==> src/rtl/dopw_defs.svh <==
// register map, field layout, codes and counts of the dual-output modulator
`ifndef DOPW_DEFS_SVH
`define DOPW_DEFS_SVH

`define DOPW_CNT_W 16
`define DOPW_ADDR_CTRL 8'hae
`define DOPW_ADDR_A_LO 8'hb1
`define DOPW_ADDR_A_HI 8'hb2
`define DOPW_ADDR_B_LO 8'hb3
`define DOPW_ADDR_B_HI 8'hb4
`define DOPW_CTRL_RESET 8'h00
`define DOPW_MODE_MSB 6
`define DOPW_MODE_LSB 4
`define DOPW_PRESC_MSB 3
`define DOPW_PRESC_LSB 2
`define DOPW_SRC_MSB 1
`define DOPW_SRC_LSB 0
`define DOPW_MODE_OFF 3'h0
`define DOPW_MODE_SINGLE 3'h1
`define DOPW_MODE_TWIN8 3'h2
`define DOPW_MODE_TWIN16 3'h3
`define DOPW_MODE_SD_NRZ 3'h4
`define DOPW_MODE_DUAL8 3'h5
`define DOPW_MODE_SD_RZ 3'h6
`define DOPW_MODE_RSVD 3'h7
`define DOPW_SRC_XTAL_DIV 2'h0
`define DOPW_SRC_XTAL 2'h1
`define DOPW_SRC_EXT 2'h2
`define DOPW_SRC_VCO 2'h3
`define DOPW_PRESC_LIM_1 6'h00
`define DOPW_PRESC_LIM_4 6'h03
`define DOPW_PRESC_LIM_16 6'h0f
`define DOPW_PRESC_LIM_64 6'h3f
`define DOPW_XTAL_DIV_LAST 4'he
`define DOPW_FULL_PERIOD 16'hffff
`define DOPW_ZERO_WORD 16'h0000

`endif

==> src/rtl/dopw_pkg.sv <==
// types of the dual-output modulator
`include "dopw_defs.svh"
package dopw_pkg;
  typedef enum logic [2:0] {
    DOPW_OFF = `DOPW_MODE_OFF,
    DOPW_SINGLE = `DOPW_MODE_SINGLE,
    DOPW_TWIN8 = `DOPW_MODE_TWIN8,
    DOPW_TWIN16 = `DOPW_MODE_TWIN16,
    DOPW_SD_NRZ = `DOPW_MODE_SD_NRZ,
    DOPW_DUAL8 = `DOPW_MODE_DUAL8,
    DOPW_SD_RZ = `DOPW_MODE_SD_RZ,
    DOPW_RSVD = `DOPW_MODE_RSVD
  } dopw_mode_type;
endpackage : dopw_pkg

==> src/rtl/dopw_tick_if.sv <==
// carrier between the modulator core and its clock generator
`timescale 1ns/1ns
interface dopw_tick_if;
  logic [1:0] src;
  logic [1:0] presc;
  logic clr;
  logic tick;
  modport core (output src, output presc, output clr, input tick);
  modport gen (input src, input presc, input clr, output tick);
endinterface : dopw_tick_if
==> src/rtl/dopw_clkgen.sv <==
// modulator clock source selection and prescaler, producing one-cycle ticks
`timescale 1ns/1ns
`include "dopw_defs.svh"
module dopw_clkgen (
  input wire logic ref_clk_i,
  input wire logic sys_rst_i,
  input wire logic xtal_tick_i,
  input wire logic vco_tick_i,
  input wire logic external_clock_pin_i,
  dopw_tick_if.gen tk
);
  logic [3:0] div15;
  logic ext_q;
  logic [5:0] pcnt;
  logic tick;
  wire logic div_tick;
  wire logic ext_rise;
  wire logic src_tick;
  wire logic [5:0] lim;
  wire logic at_lim;

  // ************************************************
  // source select
  // ************************************************
  assign div_tick = xtal_tick_i && (div15 == `DOPW_XTAL_DIV_LAST);
  assign ext_rise = external_clock_pin_i && !ext_q;
  assign src_tick = (tk.src == `DOPW_SRC_XTAL_DIV) ? div_tick :
                    (tk.src == `DOPW_SRC_XTAL) ? xtal_tick_i :
                    (tk.src == `DOPW_SRC_EXT) ? ext_rise : vco_tick_i;
  assign lim = (tk.presc == 2'h0) ? `DOPW_PRESC_LIM_1 :
               (tk.presc == 2'h1) ? `DOPW_PRESC_LIM_4 :
               (tk.presc == 2'h2) ? `DOPW_PRESC_LIM_16 : `DOPW_PRESC_LIM_64;
  assign at_lim = (pcnt >= lim);
  assign tk.tick = tick;

  // ************************************************
  // counters
  // ************************************************
  always_ff @(posedge ref_clk_i or posedge sys_rst_i)
  begin
    if (sys_rst_i)
    begin
      div15 <= 4'h0;
      ext_q <= 1'b0;
    end
    else
    begin
      ext_q <= external_clock_pin_i;
      if (xtal_tick_i)
        div15 <= div_tick ? 4'h0 : div15 + 4'h1;
    end
  end

  // control write restarts the prescaler so the first tick is a full division
  always_ff @(posedge ref_clk_i or posedge sys_rst_i)
  begin
    if (sys_rst_i)
    begin
      pcnt <= 6'h00;
      tick <= 1'b0;
    end
    else
    begin
      tick <= src_tick && at_lim && !tk.clr;
      if (tk.clr)
        pcnt <= 6'h00;
      else if (src_tick)
        pcnt <= at_lim ? 6'h00 : pcnt + 6'h01;
    end
  end
endmodule : dopw_clkgen

==> src/rtl/dopw_core.sv <==
// dual-output pulse-width and sigma-delta modulator with its special function registers
// Notes on behaviour
// - control write clears the modulation counter
// - 16-bit modes: low byte staged, not applied
// - high write commits pair; applies at the next cycle end
// - control bits 6:4 select mode
// - control bits 3:2 prescale by 1/4/16/64
// - control bits 1:0 select modulator clock source
// - disabled mode releases both output pins
// - single mode: second pair sets period
// - single mode: first pair sets duty
// - twin 8-bit: second low byte sets period
// - twin 8-bit: first output low at first low
// - twin 8-bit: second output set/cleared by high bytes
// - twin 8-bit: zero high byte aligns rising edges
// - twin 16-bit: period fixed at full range
// - twin 16-bit: first output high below first word
// - twin 16-bit: second output high below second word
// - twin 16-bit: both outputs rise at rollover
// - NRZ sigma-delta: high exactly word clocks per 65536
// - dual 8-bit: separate periods, duties, common clock
// - RZ sigma-delta: each high clock half high
`timescale 1ns/1ns
`include "dopw_defs.svh"
module dopw_core #(
  parameter int CNT_W = `DOPW_CNT_W
) (
  input wire logic ref_clk_i,
  input wire logic sys_rst_i,
  input wire logic [7:0] sfr_addr_i,
  input wire logic [7:0] sfr_wdata_i,
  input wire logic sfr_wr_i,
  input wire logic sfr_rd_i,
  output logic [7:0] sfr_rdata_o,
  input wire logic xtal_tick_i,
  input wire logic vco_tick_i,
  input wire logic external_clock_pin_i,
  output logic first_output_pin_o,
  output logic second_output_pin_o,
  output logic first_output_pin_oe_o,
  output logic second_output_pin_oe_o
);
  if (CNT_W != 16)
  begin : g_bad_width
    $error("counter width must be 16");
  end

  dopw_pkg::dopw_mode_type mode;
  logic [1:0] presc;
  logic [1:0] src;
  logic [7:0] stage_a_lo;
  logic [7:0] stage_b_lo;
  logic [15:0] word_a;
  logic [15:0] word_b;
  logic [15:0] act_a;
  logic [15:0] act_b;
  logic pend;
  logic [15:0] cnt;
  logic [7:0] cnt_b;
  logic [15:0] acc_a;
  logic [15:0] acc_b;
  logic sd_a;
  logic sd_b;
  logic [15:0] since;
  logic [15:0] span;
  logic next_a;
  logic next_b;

  dopw_tick_if tk ();

  dopw_clkgen u_clkgen (
    .ref_clk_i(ref_clk_i),
    .sys_rst_i(sys_rst_i),
    .xtal_tick_i(xtal_tick_i),
    .vco_tick_i(vco_tick_i),
    .external_clock_pin_i(external_clock_pin_i),
    .tk(tk.gen)
  );

  // ************************************************
  // decoding
  // ************************************************
  function automatic logic is_wide(input dopw_pkg::dopw_mode_type m);
    is_wide = (m == dopw_pkg::DOPW_SINGLE) || (m == dopw_pkg::DOPW_TWIN16) ||
              (m == dopw_pkg::DOPW_SD_NRZ) || (m == dopw_pkg::DOPW_SD_RZ);
  endfunction : is_wide

  function automatic logic [15:0] period_of(input dopw_pkg::dopw_mode_type m,
                                            input logic [15:0] w);
    case (m)
      dopw_pkg::DOPW_SINGLE: period_of = w;
      dopw_pkg::DOPW_TWIN8: period_of = {8'h00, w[7:0]};
      dopw_pkg::DOPW_DUAL8: period_of = {8'h00, w[7:0]};
      default: period_of = `DOPW_FULL_PERIOD;
    endcase
  endfunction : period_of

  wire logic wr_ctrl = sfr_wr_i && (sfr_addr_i == `DOPW_ADDR_CTRL);
  wire logic wr_a_lo = sfr_wr_i && (sfr_addr_i == `DOPW_ADDR_A_LO);
  wire logic wr_a_hi = sfr_wr_i && (sfr_addr_i == `DOPW_ADDR_A_HI);
  wire logic wr_b_lo = sfr_wr_i && (sfr_addr_i == `DOPW_ADDR_B_LO);
  wire logic wr_b_hi = sfr_wr_i && (sfr_addr_i == `DOPW_ADDR_B_HI);
  wire logic wide = is_wide(mode);
  wire logic off = (mode == dopw_pkg::DOPW_OFF) || (mode == dopw_pkg::DOPW_RSVD);
  wire logic tick = tk.tick;
  wire logic [15:0] period = period_of(mode, act_b);
  wire logic wrap_a = (cnt == period);
  wire logic wrap_b = (cnt_b == act_b[15:8]);
  wire logic cyc_end = tick && wrap_a && !wr_ctrl;
  wire logic load_act = off || (cyc_end && pend);
  wire logic [16:0] sum_a = {1'b0, acc_a} + {1'b0, act_a};
  wire logic [16:0] sum_b = {1'b0, acc_b} + {1'b0, act_b};
  wire logic rz_high = ({since, 1'b0} < {1'b0, span});
  wire logic [7:0] ctrl_rd = {1'b0, mode, presc, src};
  wire logic [7:0] rd_mux =
    (sfr_addr_i == `DOPW_ADDR_CTRL) ? ctrl_rd :
    (sfr_addr_i == `DOPW_ADDR_A_LO) ? word_a[7:0] :
    (sfr_addr_i == `DOPW_ADDR_A_HI) ? word_a[15:8] :
    (sfr_addr_i == `DOPW_ADDR_B_LO) ? word_b[7:0] :
    (sfr_addr_i == `DOPW_ADDR_B_HI) ? word_b[15:8] : 8'h00;

  assign tk.src = src;
  assign tk.presc = presc;
  assign tk.clr = wr_ctrl;
  assign first_output_pin_oe_o = !off;
  assign second_output_pin_oe_o = !off;

  // ************************************************
  // registers
  // ************************************************
  always_ff @(posedge ref_clk_i or posedge sys_rst_i)
  begin
    if (sys_rst_i)
    begin
      mode <= dopw_pkg::DOPW_OFF;
      presc <= 2'h0;
      src <= 2'h0;
      sfr_rdata_o <= `DOPW_CTRL_RESET;
    end
    else
    begin
      if (sfr_rd_i)
        sfr_rdata_o <= rd_mux;
      if (wr_ctrl)
      begin
        mode <= dopw_pkg::dopw_mode_type'(sfr_wdata_i[`DOPW_MODE_MSB:`DOPW_MODE_LSB]);
        presc <= sfr_wdata_i[`DOPW_PRESC_MSB:`DOPW_PRESC_LSB];
        src <= sfr_wdata_i[`DOPW_SRC_MSB:`DOPW_SRC_LSB];
      end
    end
  end

  // data words; a write landing on a cycle end keeps pend set for the next end
  always_ff @(posedge ref_clk_i or posedge sys_rst_i)
  begin
    if (sys_rst_i)
    begin
      stage_a_lo <= 8'h00;
      stage_b_lo <= 8'h00;
      word_a <= `DOPW_ZERO_WORD;
      word_b <= `DOPW_ZERO_WORD;
      act_a <= `DOPW_ZERO_WORD;
      act_b <= `DOPW_ZERO_WORD;
      pend <= 1'b0;
    end
    else
    begin
      if (load_act)
      begin
        act_a <= word_a;
        act_b <= word_b;
        pend <= 1'b0;
      end
      if (wr_a_lo)
        stage_a_lo <= sfr_wdata_i;
      if (wr_b_lo)
        stage_b_lo <= sfr_wdata_i;
      if ((wr_a_lo || wr_b_lo) && !wide)
        pend <= 1'b1;
      if (wr_a_lo && !wide)
        word_a[7:0] <= sfr_wdata_i;
      if (wr_b_lo && !wide)
        word_b[7:0] <= sfr_wdata_i;
      if (wr_a_hi)
        word_a <= {sfr_wdata_i, wide ? stage_a_lo : word_a[7:0]};
      if (wr_b_hi)
        word_b <= {sfr_wdata_i, wide ? stage_b_lo : word_b[7:0]};
      if (wr_a_hi || wr_b_hi)
        pend <= 1'b1;
    end
  end

  // ************************************************
  // counters and accumulators
  // ************************************************
  always_ff @(posedge ref_clk_i or posedge sys_rst_i)
  begin
    if (sys_rst_i)
    begin
      cnt <= `DOPW_ZERO_WORD;
      cnt_b <= 8'h00;
      acc_a <= `DOPW_ZERO_WORD;
      acc_b <= `DOPW_ZERO_WORD;
      sd_a <= 1'b0;
      sd_b <= 1'b0;
    end
    else if (wr_ctrl || off)
    begin
      cnt <= `DOPW_ZERO_WORD;
      cnt_b <= 8'h00;
      acc_a <= `DOPW_ZERO_WORD;
      acc_b <= `DOPW_ZERO_WORD;
      sd_a <= 1'b0;
      sd_b <= 1'b0;
    end
    else if (tick)
    begin
      cnt <= wrap_a ? `DOPW_ZERO_WORD : cnt + 16'h0001;
      cnt_b <= wrap_b ? 8'h00 : cnt_b + 8'h01;
      acc_a <= sum_a[15:0];
      acc_b <= sum_b[15:0];
      sd_a <= sum_a[16];
      sd_b <= sum_b[16];
    end
  end

  // length of one modulator clock in reference cycles, for the return-to-zero half
  always_ff @(posedge ref_clk_i or posedge sys_rst_i)
  begin
    if (sys_rst_i)
    begin
      since <= `DOPW_ZERO_WORD;
      span <= `DOPW_ZERO_WORD;
    end
    else if (tick)
    begin
      since <= `DOPW_ZERO_WORD;
      span <= since + 16'h0001;
    end
    else if (since != `DOPW_FULL_PERIOD)
      since <= since + 16'h0001;
  end

  // ************************************************
  // output waveform
  // ************************************************
  always_comb
  begin
    next_a = 1'b0;
    next_b = 1'b0;
    case (mode)
      dopw_pkg::DOPW_SINGLE:
      begin
        next_a = (cnt < act_a);
      end
      dopw_pkg::DOPW_TWIN8:
      begin
        next_a = (cnt < {8'h00, act_a[7:0]});
        next_b = (cnt[7:0] == act_b[15:8]) ? 1'b1 :
                 (cnt[7:0] == act_a[15:8]) ? 1'b0 : second_output_pin_o;
      end
      dopw_pkg::DOPW_TWIN16:
      begin
        next_a = (cnt < act_a);
        next_b = (cnt < act_b);
      end
      dopw_pkg::DOPW_SD_NRZ:
      begin
        next_a = sd_a;
        next_b = sd_b;
      end
      dopw_pkg::DOPW_DUAL8:
      begin
        next_a = (cnt < {8'h00, act_a[7:0]});
        next_b = (cnt_b < act_a[15:8]);
      end
      dopw_pkg::DOPW_SD_RZ:
      begin
        next_a = sd_a && rz_high;
        next_b = sd_b && rz_high;
      end
      default:
      begin
        next_a = 1'b0;
        next_b = 1'b0;
      end
    endcase
  end

  always_ff @(posedge ref_clk_i or posedge sys_rst_i)
  begin
    if (sys_rst_i)
    begin
      first_output_pin_o <= 1'b0;
      second_output_pin_o <= 1'b0;
    end
    else
    begin
      first_output_pin_o <= next_a;
      second_output_pin_o <= next_b;
    end
  end
endmodule : dopw_core

==> config.mk <==
export PLATFORM = sky130hd
export DESIGN_NAME = dopw_core
export DESIGN_NICKNAME = d
export VERILOG_FILES = /design/src/rtl/dopw_pkg.sv /design/src/rtl/dopw_tick_if.sv /design/src/rtl/dopw_clkgen.sv /design/src/rtl/dopw_core.sv
export VERILOG_INCLUDE_DIRS = /design/src /design/src/rtl
export SDC_FILE = /design/constraint.sdc
export NUM_CORES = 1
export LEC_CHECK = 0
export ABC_AREA = 1
export BUFFER_PORTS_ARGS = -buffer_cell sky130_fd_sc_hd__buf_2
export CAP_MARGIN = 40
export CORE_UTILIZATION = 47
export CTS_BUF_LIST = sky130_fd_sc_hd__clkbuf_8
export DETAILED_ROUTE_END_ITERATION = 16
export GPL_TIMING_DRIVEN = 0
export PLACE_DENSITY = 0.64
export SLEW_MARGIN = 20
export SYNTH_ARGS = -nofsm -noshare
export SYNTH_HDL_FRONTEND = slang
export SYNTH_SLANG_ARGS = --single-unit
export TNS_END_PERCENT = 10
==> constraint.sdc <==
create_clock -name ref_clk_i -period 16.45 [get_ports ref_clk_i]
set_input_delay 0.8225 -clock ref_clk_i [delete_from_list [all_inputs] [get_ports ref_clk_i]]
set_output_delay 0.8225 -clock ref_clk_i [all_outputs]
set_load 0.01 [all_outputs]
==> metrics.cfg, run 1 <==
[status]
run_status = finished clean

[floorplan]
num_rows = 58
die_y_um = 164
floorplan.initialDensity_pct = 48.3
floorplan.io_pins = 35
die_area_mm2 = 0.0268
core_area_mm2 = 0.0254
die_w_um = 164

[drt]
final_antenna_net_count = 0
drt_drc_violations_left = 0
wire_per_inst_um = 16.9
vias_per_cell = 5.45
routed-via-count = 10900
drt_initial_violations = 945
wirelength_um = 33700
first_pass_iters = 6

[synthesis]
synth-warning-count = 0
synth.area.top_cells = sky130_fd_sc_hd__dfrtp_1 41%, sky130_fd_sc_hd__nand2_1 14%, sky130_fd_sc_hd__ha_1 9.8%
synthesized_cell_area_mm2 = 0.0123
ys_ff_latch = 200
yosys_most_used_dff = sky130_fd_sc_hd__dfrtp_1
synth_area_leader_cell = sky130_fd_sc_hd__dfrtp_1
synth-async-reset-ratio_pct = 100
library_cells_used_by_synthesis = 49
syn_avg_cell_area_um2 = 7.69
synth_top_cell_area_share_pct = 40.8
edff_count_synth = 0
gate_count_of_the_mapped_netlist = 1595
syn_nets = 1716
synth.yosys.seq_area_share_pct = 40.8

[placement]
gp_congestion = 0.936
port_buffers = 34
dpl_cells = 1960
hpwl_um = 25300

[sta]
timing_max_transition_violations_final = 0
timing_hold_violations_final = 0
fin_crit_ns = 3.12
tns_ns = 0
final-setup-viol-count = 0
post_route_fraction_of_the_period_consumed_by_the_critical_path_pct = 19.0
post_route_clock_skew_ns = 0.0240
maxSlewHeadroom_pct = 50.6
maxClockFrequency_mhz = 321
tightestPinTransition_ns = 0.742
rsz_0062_raised_after_global_routing = no

[global_route]
grt_pass1_wl_um = 55000
grt_overflow = 0
grt_start_max_net_pins = 105
number_of_global_route_vias_before_repair = 10200
track_usage_pct = 26.6
grt_antenna_before_repair = 0

[worst_setup_path]
worstPathArrival_ns = 2.30
highest_net_fanout_along_the_worst_path = 11
timing.critical_path.buf_inv = 4
critPathCaptureType = primary output
critical-path-top-delay-family = buffers and inverters
timing.setup.critical_path_class = reg -> out
timing.critical_path.slowest_stage_cell = sky130_fd_sc_hd__dfrtp_1
max_stage_delay_ns = 0.48
crit_path_cell_trace = inv_2 -> nor3_1 -> a21oi_2 -> clkbuf_1 -> buf_4 -> buf_2
critPathRequiredTime_ns = 15.63
cp-start-kind = flip-flop

[final_layout]
area_delta_synth_final_pct = 8.56
finish.net_count = 1770
drive_above_1_share_pct = 6.62
mostFrequentLayoutCells = 456 x sky130_fd_sc_hd__nand2_1, 200 x sky130_fd_sc_hd__dfrtp_1, 171 x sky130_fd_sc_hd__inv_1
layout.cells.most_common = sky130_fd_sc_hd__nand2_1
antenna_cell_count = 0
layout.cells.non_filler = 1992
final.fill_count = 2452

[cts]
postCtsResizedCells = 0
post-cts-setup-buffer-count = 0
post_cts_hold_buffer_count = 0
cts_made_buffers = 17
cts_root_buf = sky130_fd_sc_hd__clkbuf_8
cts-root-to-sink-buffers = 2
tritoncts_num_sinks = 200
clock_latency_ns = 0.49
tritoncts = built
ctsHtreeMaxLevel = 4
clk_pin_slew_ns = 0.13

[power]
power_mw = 1.25
p_per_area_mw_per_mm2 = 94.0
max-vdd-ir-drop_uv = 64.9
power_leakage_nw = 6.72

[run]
drv.max_cap_violation_count = 0

[worst_hold_path]
hp-class = in -> async

metal layers:
| layer | routed length (um) | global-route usage [%] | up-vias |
|---|---|---|---|
| met5 | 0 | 0 | - |
| met4 | 1100 | 8.96 | 0 |
| met3 | 2040 | 4.47 | 63 |
| met2 | 14500 | 40.1 | 309 |
| met1 | 16000 | 38.4 | 5082 |
| li1 | - | - | 5407 |
registers in the layout, indices dropped and copies added, names as in the netlist, 2 cells and up:
name	flops
cnt	16
u_clkgen.pcnt	6
mode	3
stage_b_lo	8
word_a	16
u_clkgen.div15	4
presc	2
src	2
word_b	16
cnt_b	8
span	16
acc_b	16
since	16
acc_a	16
sfr_rdata_o	8
stage_a_lo	8
act_b	16
act_a	16
cell usage after synthesis (6+ instances only):
| cell | instances |
|---|---|
| sky130_fd_sc_hd__xnor2_1 | 9 |
| sky130_fd_sc_hd__a31oi_1 | 13 |
| sky130_fd_sc_hd__nor2_1 | 103 |
| sky130_fd_sc_hd__o21bai_1 | 7 |
| sky130_fd_sc_hd__nand3_1 | 98 |
| sky130_fd_sc_hd__o21ai_1 | 14 |
| sky130_fd_sc_hd__dfrtp_1 | 200 |
| sky130_fd_sc_hd__buf_4 | 7 |
| sky130_fd_sc_hd__nor4_1 | 9 |
| sky130_fd_sc_hd__a211oi_1 | 9 |
| sky130_fd_sc_hd__inv_1 | 172 |
| sky130_fd_sc_hd__a221oi_1 | 6 |
| sky130_fd_sc_hd__clkbuf_1 | 25 |
| sky130_fd_sc_hd__ha_1 | 96 |
| sky130_fd_sc_hd__nor3_1 | 22 |
| sky130_fd_sc_hd__xor2_1 | 31 |
| sky130_fd_sc_hd__o31ai_1 | 6 |
| sky130_fd_sc_hd__buf_2 | 9 |
| sky130_fd_sc_hd__o21ai_0 | 137 |
| sky130_fd_sc_hd__o22ai_1 | 10 |
| sky130_fd_sc_hd__nand4_1 | 21 |
| sky130_fd_sc_hd__a21oi_1 | 73 |
| sky130_fd_sc_hd__nand2_1 | 456 |
worst reg2reg max path: stages, from the launching register on:
cell	delay (ns)
sky130_fd_sc_hd__dfrtp_1	0.48
sky130_fd_sc_hd__inv_2	0.15
sky130_fd_sc_hd__nor3_1	0.08
sky130_fd_sc_hd__a21oi_2	0.33
sky130_fd_sc_hd__nand2_1	0.30
sky130_fd_sc_hd__inv_1	0.20
sky130_fd_sc_hd__nand2_2	0.15
sky130_fd_sc_hd__inv_1	0.11
sky130_fd_sc_hd__buf_2	0.29
sky130_fd_sc_hd__buf_2	0.33
sky130_fd_sc_hd__nand2_1	0.08
sky130_fd_sc_hd__o31ai_1	0.07
where the power goes:
part           switching [mW]  internal (mW)  total (mW)
Sequential             0.0655          0.541       0.607
Combinational           0.198          0.111       0.309
Clock                   0.214          0.123       0.337
per-stage QoR:
| step | instance area, um^2 | utilization (%) | hold WS [ns] | worst slack (ns) |
|---|---|---|---|---|
| floorplan | 12300 | - | 0.442 | 10.17 |
| global placement | 12900 | 50.6 | 0.459 | 7.69 |
| detailed placement | 12900 | 50.8 | 0.461 | 13.41 |
| CTS | 13300 | 52.5 | 0.438 | 13.30 |
| global route | 13300 | 52.5 | 0.427 | 13.13 |
| finish | 13300 | 52.5 | 0.397 | 13.33 |
layout make-up:
type                            instances  area [um^2]  share of cell area, %
Clock buffer                           18          248                   1.86
Inverter                              175          664                   4.99
Clock inverter                         14          185                   1.39
Timing Repair Buffer                   35          198                   1.48
Tap cell                              330          413                   3.10
Buffer                                 47          236                   1.77
Multi-Input combinational cell       1173         6370                   47.8
Sequential cell                       200         5000                   37.6
cell families after synthesis:
family / synth area share, %
simple gates: 24.6
compound gates: 14.4
buf+inv: 7.28
flops: 40.8
fa+ha+maj: 10.1
xor+xnor: 2.85
final timing paths:
check / start / endpoint / slack (ns) / cells past startpoint
min in group ref_clk_i: external_clock_pin_i / u_clkgen.ext_q$_DFF_PP0_ / 0.45 / 1
setup / recovery: mode[0]$_DFFE_PP0P_ / second_output_pin_oe_o / 13.33 / 6
max in group asynchronous: sys_rst_i / word_b[10]$_DFFE_PP0P_ / 15.11 / 3
setup reg to reg: mode[0]$_DFFE_PP0P_ / acc_a[8]$_DFFE_PP0P_ / 13.79 / 11
hold / removal: sys_rst_i / since[11]$_DFFE_PP0P_ / 0.40 / 2
hold reg to reg: word_a[12]$_DFFE_PP0P_ / act_a[12]$_DFFE_PP0P_ / 0.48 / 2
Power figures use the tool's default switching activity.
==> inputs of run 2 (changes only) <==
==> constraint.sdc (replaced) <==
create_clock -name ref_clk_i -period 3.27 [get_ports ref_clk_i]
set_input_delay 0.1635 -clock ref_clk_i [delete_from_list [all_inputs] [get_ports ref_clk_i]]
set_output_delay 0.1635 -clock ref_clk_i [all_outputs]
set_load 0.01 [all_outputs]
==> run 2 against run 1 <==
Effect of this change:
- hold slack got worse by 0.27 ns
- clock power rose to 5.0 times the previous value
- global-route usage rose by 0.75 points
- sequential power rose to 5.0 times the previous value
- critical endpoint is now acc_b[5]$_DFFE_PP0P_
==> metrics.cfg, run 2 (same netlist as run 1, synthesis figures left out) <==
[floorplan]
die_w_um = 164  ; unchanged
core_area_mm2 = 0.0254  ; unchanged
die_y_um = 164  ; unchanged
num_rows = 58  ; unchanged
die_area_mm2 = 0.0268  ; unchanged
floorplan.io_pins = 35  ; unchanged
floorplan.initialDensity_pct = 48.3  ; unchanged

[global_route]
grt_start_max_net_pins = 33  ; -69%
grt_antenna_before_repair = 0  ; unchanged
grt_pass1_wl_um = 56100  ; +2.1%
track_usage_pct = 27.3  ; +0.75 points
grt_overflow = 0  ; unchanged
number_of_global_route_vias_before_repair = 10400  ; +1.4%

[final_layout]
ff_latch_area_mm2 = 0.00500  ; unchanged
layout.cells.most_common = sky130_fd_sc_hd__nand2_1
area_delta_synth_final_pct = 10.5
multi_input_area_mm2 = 0.00637  ; unchanged
drive_above_1_share_pct = 6.90  ; +0.29 points
final.fill_count = 2492  ; +1.6%
antenna_cell_count = 0  ; unchanged
mostFrequentLayoutCells = 456 x sky130_fd_sc_hd__nand2_1, 200 x sky130_fd_sc_hd__dfrtp_1, 171 x sky130_fd_sc_hd__inv_1
final_core_util_pct = 53.4  ; +0.94 points
finish.net_count = 1788  ; +1.0%

[worst_setup_path]
timing.critical_path.slowest_stage_cell = sky130_fd_sc_hd__dfrtp_1
highest_net_fanout_along_the_worst_path = 10  ; -1
crit_path_cell_trace = buf_4 -> inv_1 -> nor3_1 -> a21oi_2 -> nand2_1 -> inv_1 -> nand2_2 -> inv_1 -> buf_2 -> buf_2 -> nand2_1 -> o31ai_1
critPathRequiredTime_ns = 3.67  ; -11.96 ns
cp-start-kind = flip-flop
terminus_of_the_critical_flop_to_flop_path = acc_b[5]$_DFFE_PP0P_
critPathCaptureType = flip-flop
setup.reg_to_reg.worst_slack_ns = 0.60  ; -13.19 ns
timing.setup.critical_path_class = reg -> reg
timing.critical_path.mode_cell = sky130_fd_sc_hd__inv_1
regToRegStartpoint = mode[2]$_DFFE_PP0P_
cell_count_of_the_worst_reg_to_reg_path = 12  ; +1
max_stage_delay_ns = 0.38  ; -0.10 ns
worstPathArrival_ns = 3.07  ; +0.77 ns

[cts]
tritoncts_num_sinks = 200  ; unchanged
post-cts-setup-buffer-count = 0  ; unchanged
clock_latency_ns = 0.50  ; about the same
clk_pin_slew_ns = 0.12  ; about the same
cts-root-to-sink-buffers = 2  ; unchanged
cts_root_buf = sky130_fd_sc_hd__clkbuf_8
cts_made_buffers = 17  ; unchanged
tritoncts = built
ctsHtreeMaxLevel = 4  ; unchanged

[placement]
hpwl_um = 26200  ; +3.8%
port_buffers = 34  ; unchanged
worst_setup_slack_before_clock_tree_synthesis_ns = 0.598  ; -12.82 ns
gp_congestion = 0.950  ; +1.6%

[sta]
timing_hold_violations_final = 0  ; unchanged
holdWs_ns = 0.125  ; -0.272 ns
post_route_clock_skew_ns = 0.0201  ; -0.00388 ns
maxSlewHeadroom_pct = 54.4  ; +3.8 points
tns_ns = 0  ; unchanged
maxClockFrequency_mhz = 374
timing_max_transition_violations_final = 0  ; unchanged
timing.final.ws_setup_ns = 0.598  ; -12.73 ns
post_route_fraction_of_the_period_consumed_by_the_critical_path_pct = 81.7
fin_crit_ns = 2.67
final-setup-viol-count = 0  ; unchanged
rsz_0062_raised_after_global_routing = no
tightestPinTransition_ns = 0.685  ; -0.0571 ns

[worst_hold_path]
whs_endpoint = sfr_rdata_o[2]$_DFFE_PP0P_
worstHoldPathCells = 4
hp-class = in -> reg
hp-start = sfr_addr_i[4]

[power]
p_switching_mw = 2.43  ; +410%
max-vdd-ir-drop_uv = 294  ; +350%
power_leakage_nw = 6.83  ; +1.5%
power_mw = 6.34  ; +410%
p_per_area_mw_per_mm2 = 468  ; +400%
sw_frac_of_total_pct = 38.4  ; +0.28 points
clkPwrFrac_pct = 26.8  ; about the same
seqPwrFrac_pct = 48.1  ; -0.3 points
comb_pwr_share_pct = 25.2  ; +0.5 points
internal_power_mw = 3.91  ; +400%

[drt]
final_antenna_net_count = 0  ; unchanged
routed-via-count = 11000  ; +1.5%
vias_per_cell = 5.49  ; +0.60%
first_pass_iters = 6  ; unchanged
wire_per_inst_um = 17.2  ; +1.9%
drt_drc_violations_left = 0  ; unchanged
drt_initial_violations = 947  ; +0.21%
wirelength_um = 34600  ; +2.9%

[run]
drv.max_cap_violation_count = 0  ; unchanged

[status]
run_status = finished clean

[run 2: cell types whose count changed in the layout (fill, tap and decap cells not counted), sizes merged]
cell and delta:
buf +6, clkbuf -1, clkinv +1, clkinvlp +1, dlygate4sd3 +12, inv -1
[run 2: critical path: cells and delay by family (launching register included)]
kind | cells | cell delay (ns)
AOI/OAI and AO/OA | 2 | 0.42
buffers and inverters | 6 | 1.16
DFF | 1 | 0.38
and+or+nand+nor | 4 | 0.60
[run 2: timing repair]
action	in CTS	in global routing
hold buffers	12	0
endpoints found under the hold margin	43	0
gates resized for setup	0	0
[run 2: how the worst max path moves through the flow]
stage	from	end	slack, ns	depth (start not counted)
floorplan	sys_rst_i	acc_a[0]$_DFFE_PP0P_	0.52	1
global placement	sys_rst_i	stage_a_lo[4]$_DFFE_PP0P_	-0.83	2
detailed placement	mode[0]$_DFFE_PP0P_	acc_b[5]$_DFFE_PP0P_	0.60	11
CTS	mode[0]$_DFFE_PP0P_	acc_b[5]$_DFFE_PP0P_	0.57	11
global route	mode[0]$_DFFE_PP0P_	acc_b[6]$_DFFE_PP0P_	0.33	11
finish	mode[2]$_DFFE_PP0P_	acc_b[5]$_DFFE_PP0P_	0.60	12
[run 2: final cells by class]
class                      count  share of cell area (%)
clock buffer                  17                    1.73
clock inverter                15                    1.42
multi-input combinational   1173                    47.0
timing repair buffer          53                    3.28
buffer                        47                    1.74
sequential                   200                    36.9
inverter                     175                    4.87
tap                          330                    3.04
[run 2: routing by layer]
metal | global-route usage [%] | part of all wire (%)
met1 | 39.3 | 48
met2 | 41.8 | 43
met5 | 0 | 0
met3 | 3.91 | 6.1
met4 | 9.60 | 2.8
[run 2: power groups by stage]
stage	logic, mW	clock network (mW)	registers (mW)
floorplan	1.16	0	2.95
global placement	1.51	0	3.09
detailed placement	1.58	0	3.09
CTS	1.60	1.74	3.04
global route	1.85	1.84	3.08
finish	1.60	1.70	3.05
[run 2: metrics by stage]
stage,std cells,area (um^2)
5_1_grt,2010,13600
6_report,2010,13600
2_1_floorplan,1595,12300
3_5_place_dp,1966,13000
4_1_cts,2010,13600
3_3_place_gp,1959,12900
==> inputs of run 3 (changes only) <==
--- a/config.mk
+++ b/config.mk
@@ -13,7 +13,7 @@
 export CTS_BUF_LIST = sky130_fd_sc_hd__clkbuf_8
 export DETAILED_ROUTE_END_ITERATION = 16
 export GPL_TIMING_DRIVEN = 0
-export PLACE_DENSITY = 0.64
+export PLACE_DENSITY = 0.66
 export SLEW_MARGIN = 20
 export SYNTH_ARGS = -nofsm -noshare
 export SYNTH_HDL_FRONTEND = slang
==> constraint.sdc (replaced) <==
create_clock -name ref_clk_i -period 2.2 [get_ports ref_clk_i]
set_input_delay 0.11 -clock ref_clk_i [delete_from_list [all_inputs] [get_ports ref_clk_i]]
set_output_delay 0.11 -clock ref_clk_i [all_outputs]
set_load 0.01 [all_outputs]
==> run 3 against run 2 <==
Effect of this change:
- the flow now finishes with violations (negative setup slack)
- die area stayed put
- clock power is 46% higher
- clock-buffer cell count stayed put
- maximum frequency up 16%
- register-to-register slack got worse by 0.69 ns
- final area increased by 2.9%
- routed wire length fell by 1.8%
- sequential share of layout area down 1.0 points
- largest power group unchanged
==> metrics.cfg, run 3 (same netlist as run 1, synthesis figures left out) <==
[worst_setup_path]
critPathRequiredTime_ns = 2.62  ; -1.05 ns
crit_path_start = mode[0]$_DFFE_PP0P_
max_stage_delay_ns = 0.45  ; +0.07 ns
crit_path_end = act_a[9]$_DFFE_PP0P_
worstPathArrival_ns = 2.71  ; -0.36 ns
regToRegStartpoint = mode[0]$_DFFE_PP0P_
path_depth = 15  ; +3
highest_net_fanout_along_the_worst_path = 7  ; -3
timing.setup.critical_path_class = reg -> reg
timing.critical_path.slowest_stage_cell = sky130_fd_sc_hd__dfrtp_2
terminus_of_the_critical_flop_to_flop_path = act_a[9]$_DFFE_PP0P_
timing.critical_path.buf_inv = 4  ; -2
timing.critical_path.mode_cell = sky130_fd_sc_hd__buf_4
setup.reg_to_reg.worst_slack_ns = -0.1  ; -0.69 ns
cell_count_of_the_worst_reg_to_reg_path = 15  ; +3
cp-start-kind = flip-flop
critPathCaptureType = flip-flop
crit_path_cell_trace = buf_4 -> nand2_2 -> o21ai_4 -> buf_4 -> buf_4 -> nand3_1 -> nand2_1 -> nor2_2 -> nand2_2 -> nor2_4 -> nand4_4 -> nand2_4 -> buf_4 -> nand2_1 -> nand2_1
critical-path-top-delay-family = simple AND/OR/NAND/NOR gates

[sta]
final-setup-viol-count = 40  ; +40
timing.final.ws_setup_ns = -0.0957  ; -0.693 ns
maxSlewHeadroom_pct = 57.5  ; +3.2 points
maxClockFrequency_mhz = 436  ; +16%
fin_crit_ns = 2.30  ; -0.377 ns
tightestPinTransition_ns = 0.634  ; -0.0501 ns
post_route_fraction_of_the_period_consumed_by_the_critical_path_pct = 104  ; +23 points
timing_max_transition_violations_final = 0  ; unchanged
post_route_clock_skew_ns = 0.0300  ; +0.00989 ns
rsz_0062_raised_after_global_routing = yes
holdWs_ns = 0.0889  ; -0.0361 ns
timing_hold_violations_final = 0  ; unchanged

[power]
power_leakage_nw = 6.99  ; +2.4%
max-vdd-ir-drop_uv = 474  ; +61%
power_mw = 9.46  ; +49%
p_per_area_mw_per_mm2 = 678  ; +45%

[drt]
vias_per_cell = 5.51  ; +0.45%
final_antenna_net_count = 0  ; unchanged
drt_drc_violations_left = 0  ; unchanged
first_pass_iters = 5  ; -1
wire_per_inst_um = 16.8  ; -2.7%
drt_initial_violations = 685  ; -28%
wirelength_um = 34000  ; -1.8%
routed-via-count = 11200  ; +1.4%

[final_layout]
antenna_cell_count = 0  ; unchanged
mostFrequentLayoutCells = 447 x sky130_fd_sc_hd__nand2_1, 197 x sky130_fd_sc_hd__dfrtp_1, 168 x sky130_fd_sc_hd__inv_1
finish.net_count = 1806  ; +1.0%
final.fill_count = 2380  ; -4.5%
drive_above_1_share_pct = 10.4  ; +3.5 points
area_delta_synth_final_pct = 13.7
layout.cells.most_common = sky130_fd_sc_hd__nand2_1
fin_area_mm2 = 0.0139  ; +2.9%

[floorplan]
num_rows = 58  ; unchanged
die_area_mm2 = 0.0268  ; unchanged
core_area_mm2 = 0.0254  ; unchanged
floorplan.io_pins = 35  ; unchanged
floorplan.initialDensity_pct = 48.3  ; unchanged
die_w_um = 164  ; unchanged
die_y_um = 164  ; unchanged

[cts]
ctsHtreeMaxLevel = 4  ; unchanged
tritoncts_num_sinks = 200  ; unchanged
tritoncts = built
cts_made_buffers = 17  ; unchanged
clock_latency_ns = 0.49  ; about the same
cts_root_buf = sky130_fd_sc_hd__clkbuf_8
cts-root-to-sink-buffers = 2  ; unchanged
clk_pin_slew_ns = 0.12  ; about the same

[status]
failed_checks = negative setup slack
run_status = finished, violations left

[global_route]
track_usage_pct = 26.7  ; -0.61 points
number_of_global_route_vias_before_repair = 10600  ; +1.8%
grt_start_max_net_pins = 33  ; unchanged
grt_pass1_wl_um = 55100  ; -1.7%
grt_overflow = 0  ; unchanged
grt_antenna_before_repair = 0  ; unchanged

[worst_hold_path]
hp-class = in -> reg

[placement]
worst_setup_slack_before_clock_tree_synthesis_ns = -0.523  ; -1.12 ns
hpwl_um = 25800  ; -1.6%
dpl_cell_area_mm2 = 0.0130  ; about the same
gp_congestion = 0.917  ; -3.5%
port_buffers = 34  ; unchanged

[run]
drv.max_cap_violation_count = 0  ; unchanged

[run 3: cell types whose count changed in the layout (fill, tap and decap cells not counted), sizes merged]
cell	before	now
clkbuf	42	43
inv	181	182
clkinv	8	7
buf	63	80
[run 3: stage by stage]
step                cells  TNS (ns)  utilization (%)
floorplan            1595    -99.67                -
global placement     1959   -389.66             50.6
detailed placement   1966    -30.04             51.2
CTS                  2017     -1.05             54.0
global route         2028     -8.36             54.9
finish               2028     -2.40             54.9
[run 3: worst reg2reg max path, delay by kind of cell (launching register included)]
family                 cells  cell delay [ns]
AOI/OAI and AO/OA          1             0.09
DFF                        1             0.45
buffers and inverters      4             0.60
and+or+nand+nor           10             1.10
[run 3: worst min-delay path by stage]
stage | startpoint | endpoint | cells after the start
floorplan | external_clock_pin_i | u_clkgen.ext_q$_DFF_PP0_ | 0
global placement | external_clock_pin_i | u_clkgen.ext_q$_DFF_PP0_ | 1
detailed placement | sys_rst_i | cnt_b[5]$_DFFE_PP0P_ | 2
CTS | sfr_addr_i[4] | sfr_rdata_o[5]$_DFFE_PP0P_ | 4
global route | sfr_addr_i[4] | sfr_rdata_o[2]$_DFFE_PP0P_ | 4
finish | sfr_addr_i[4] | sfr_rdata_o[5]$_DFFE_PP0P_ | 4
[run 3: area by class of cell]
cell class,count,area [um^2],area share [%]
clock buffers,17,234,1.68
plain buffers,46,270,1.94
multi-input cells,1173,6590,47.2
repair buffers,72,584,4.19
inverters,175,666,4.77
clock inverters,15,189,1.35
flip-flops and latches,200,5010,35.9
well taps,330,413,2.96
[run 3: layer usage]
metal / track usage, % / part of all wire [%] / vias up
met1: 37.4 / 46 / 5284
met3: 3.86 / 5.4 / 56
met2: 41.4 / 45 / 334
met4: 10.9 / 3.5 / 0
met5: 0 / 0 / -
li1: - / - / 5500
[run 3: power breakdown]
| group | total, mW | switching (mW) | internal (mW) | leakage (nW) |
|---|---|---|---|---|
| sequential | 4.53 | 0.481 | 4.05 | 2.62 |
| combinational | 2.45 | 1.53 | 0.925 | 4.16 |
| clock | 2.48 | 1.59 | 0.888 | 0.212 |
| total | 9.46 | 3.59 | 5.86 | 6.99 |
[run 3: what timing repair did]
| item | in CTS | in global routing |
|---|---|---|
| cloned | 0 | 4 |
| hold endpoints to repair | 90 | 0 |
| setup buffers | 7 | 8 |
| pin swaps | 5 | 10 |
| setup endpoints to repair | 119 | 103 |
| resized for setup | 33 | 55 |
| hold buffers | 12 | 0 |
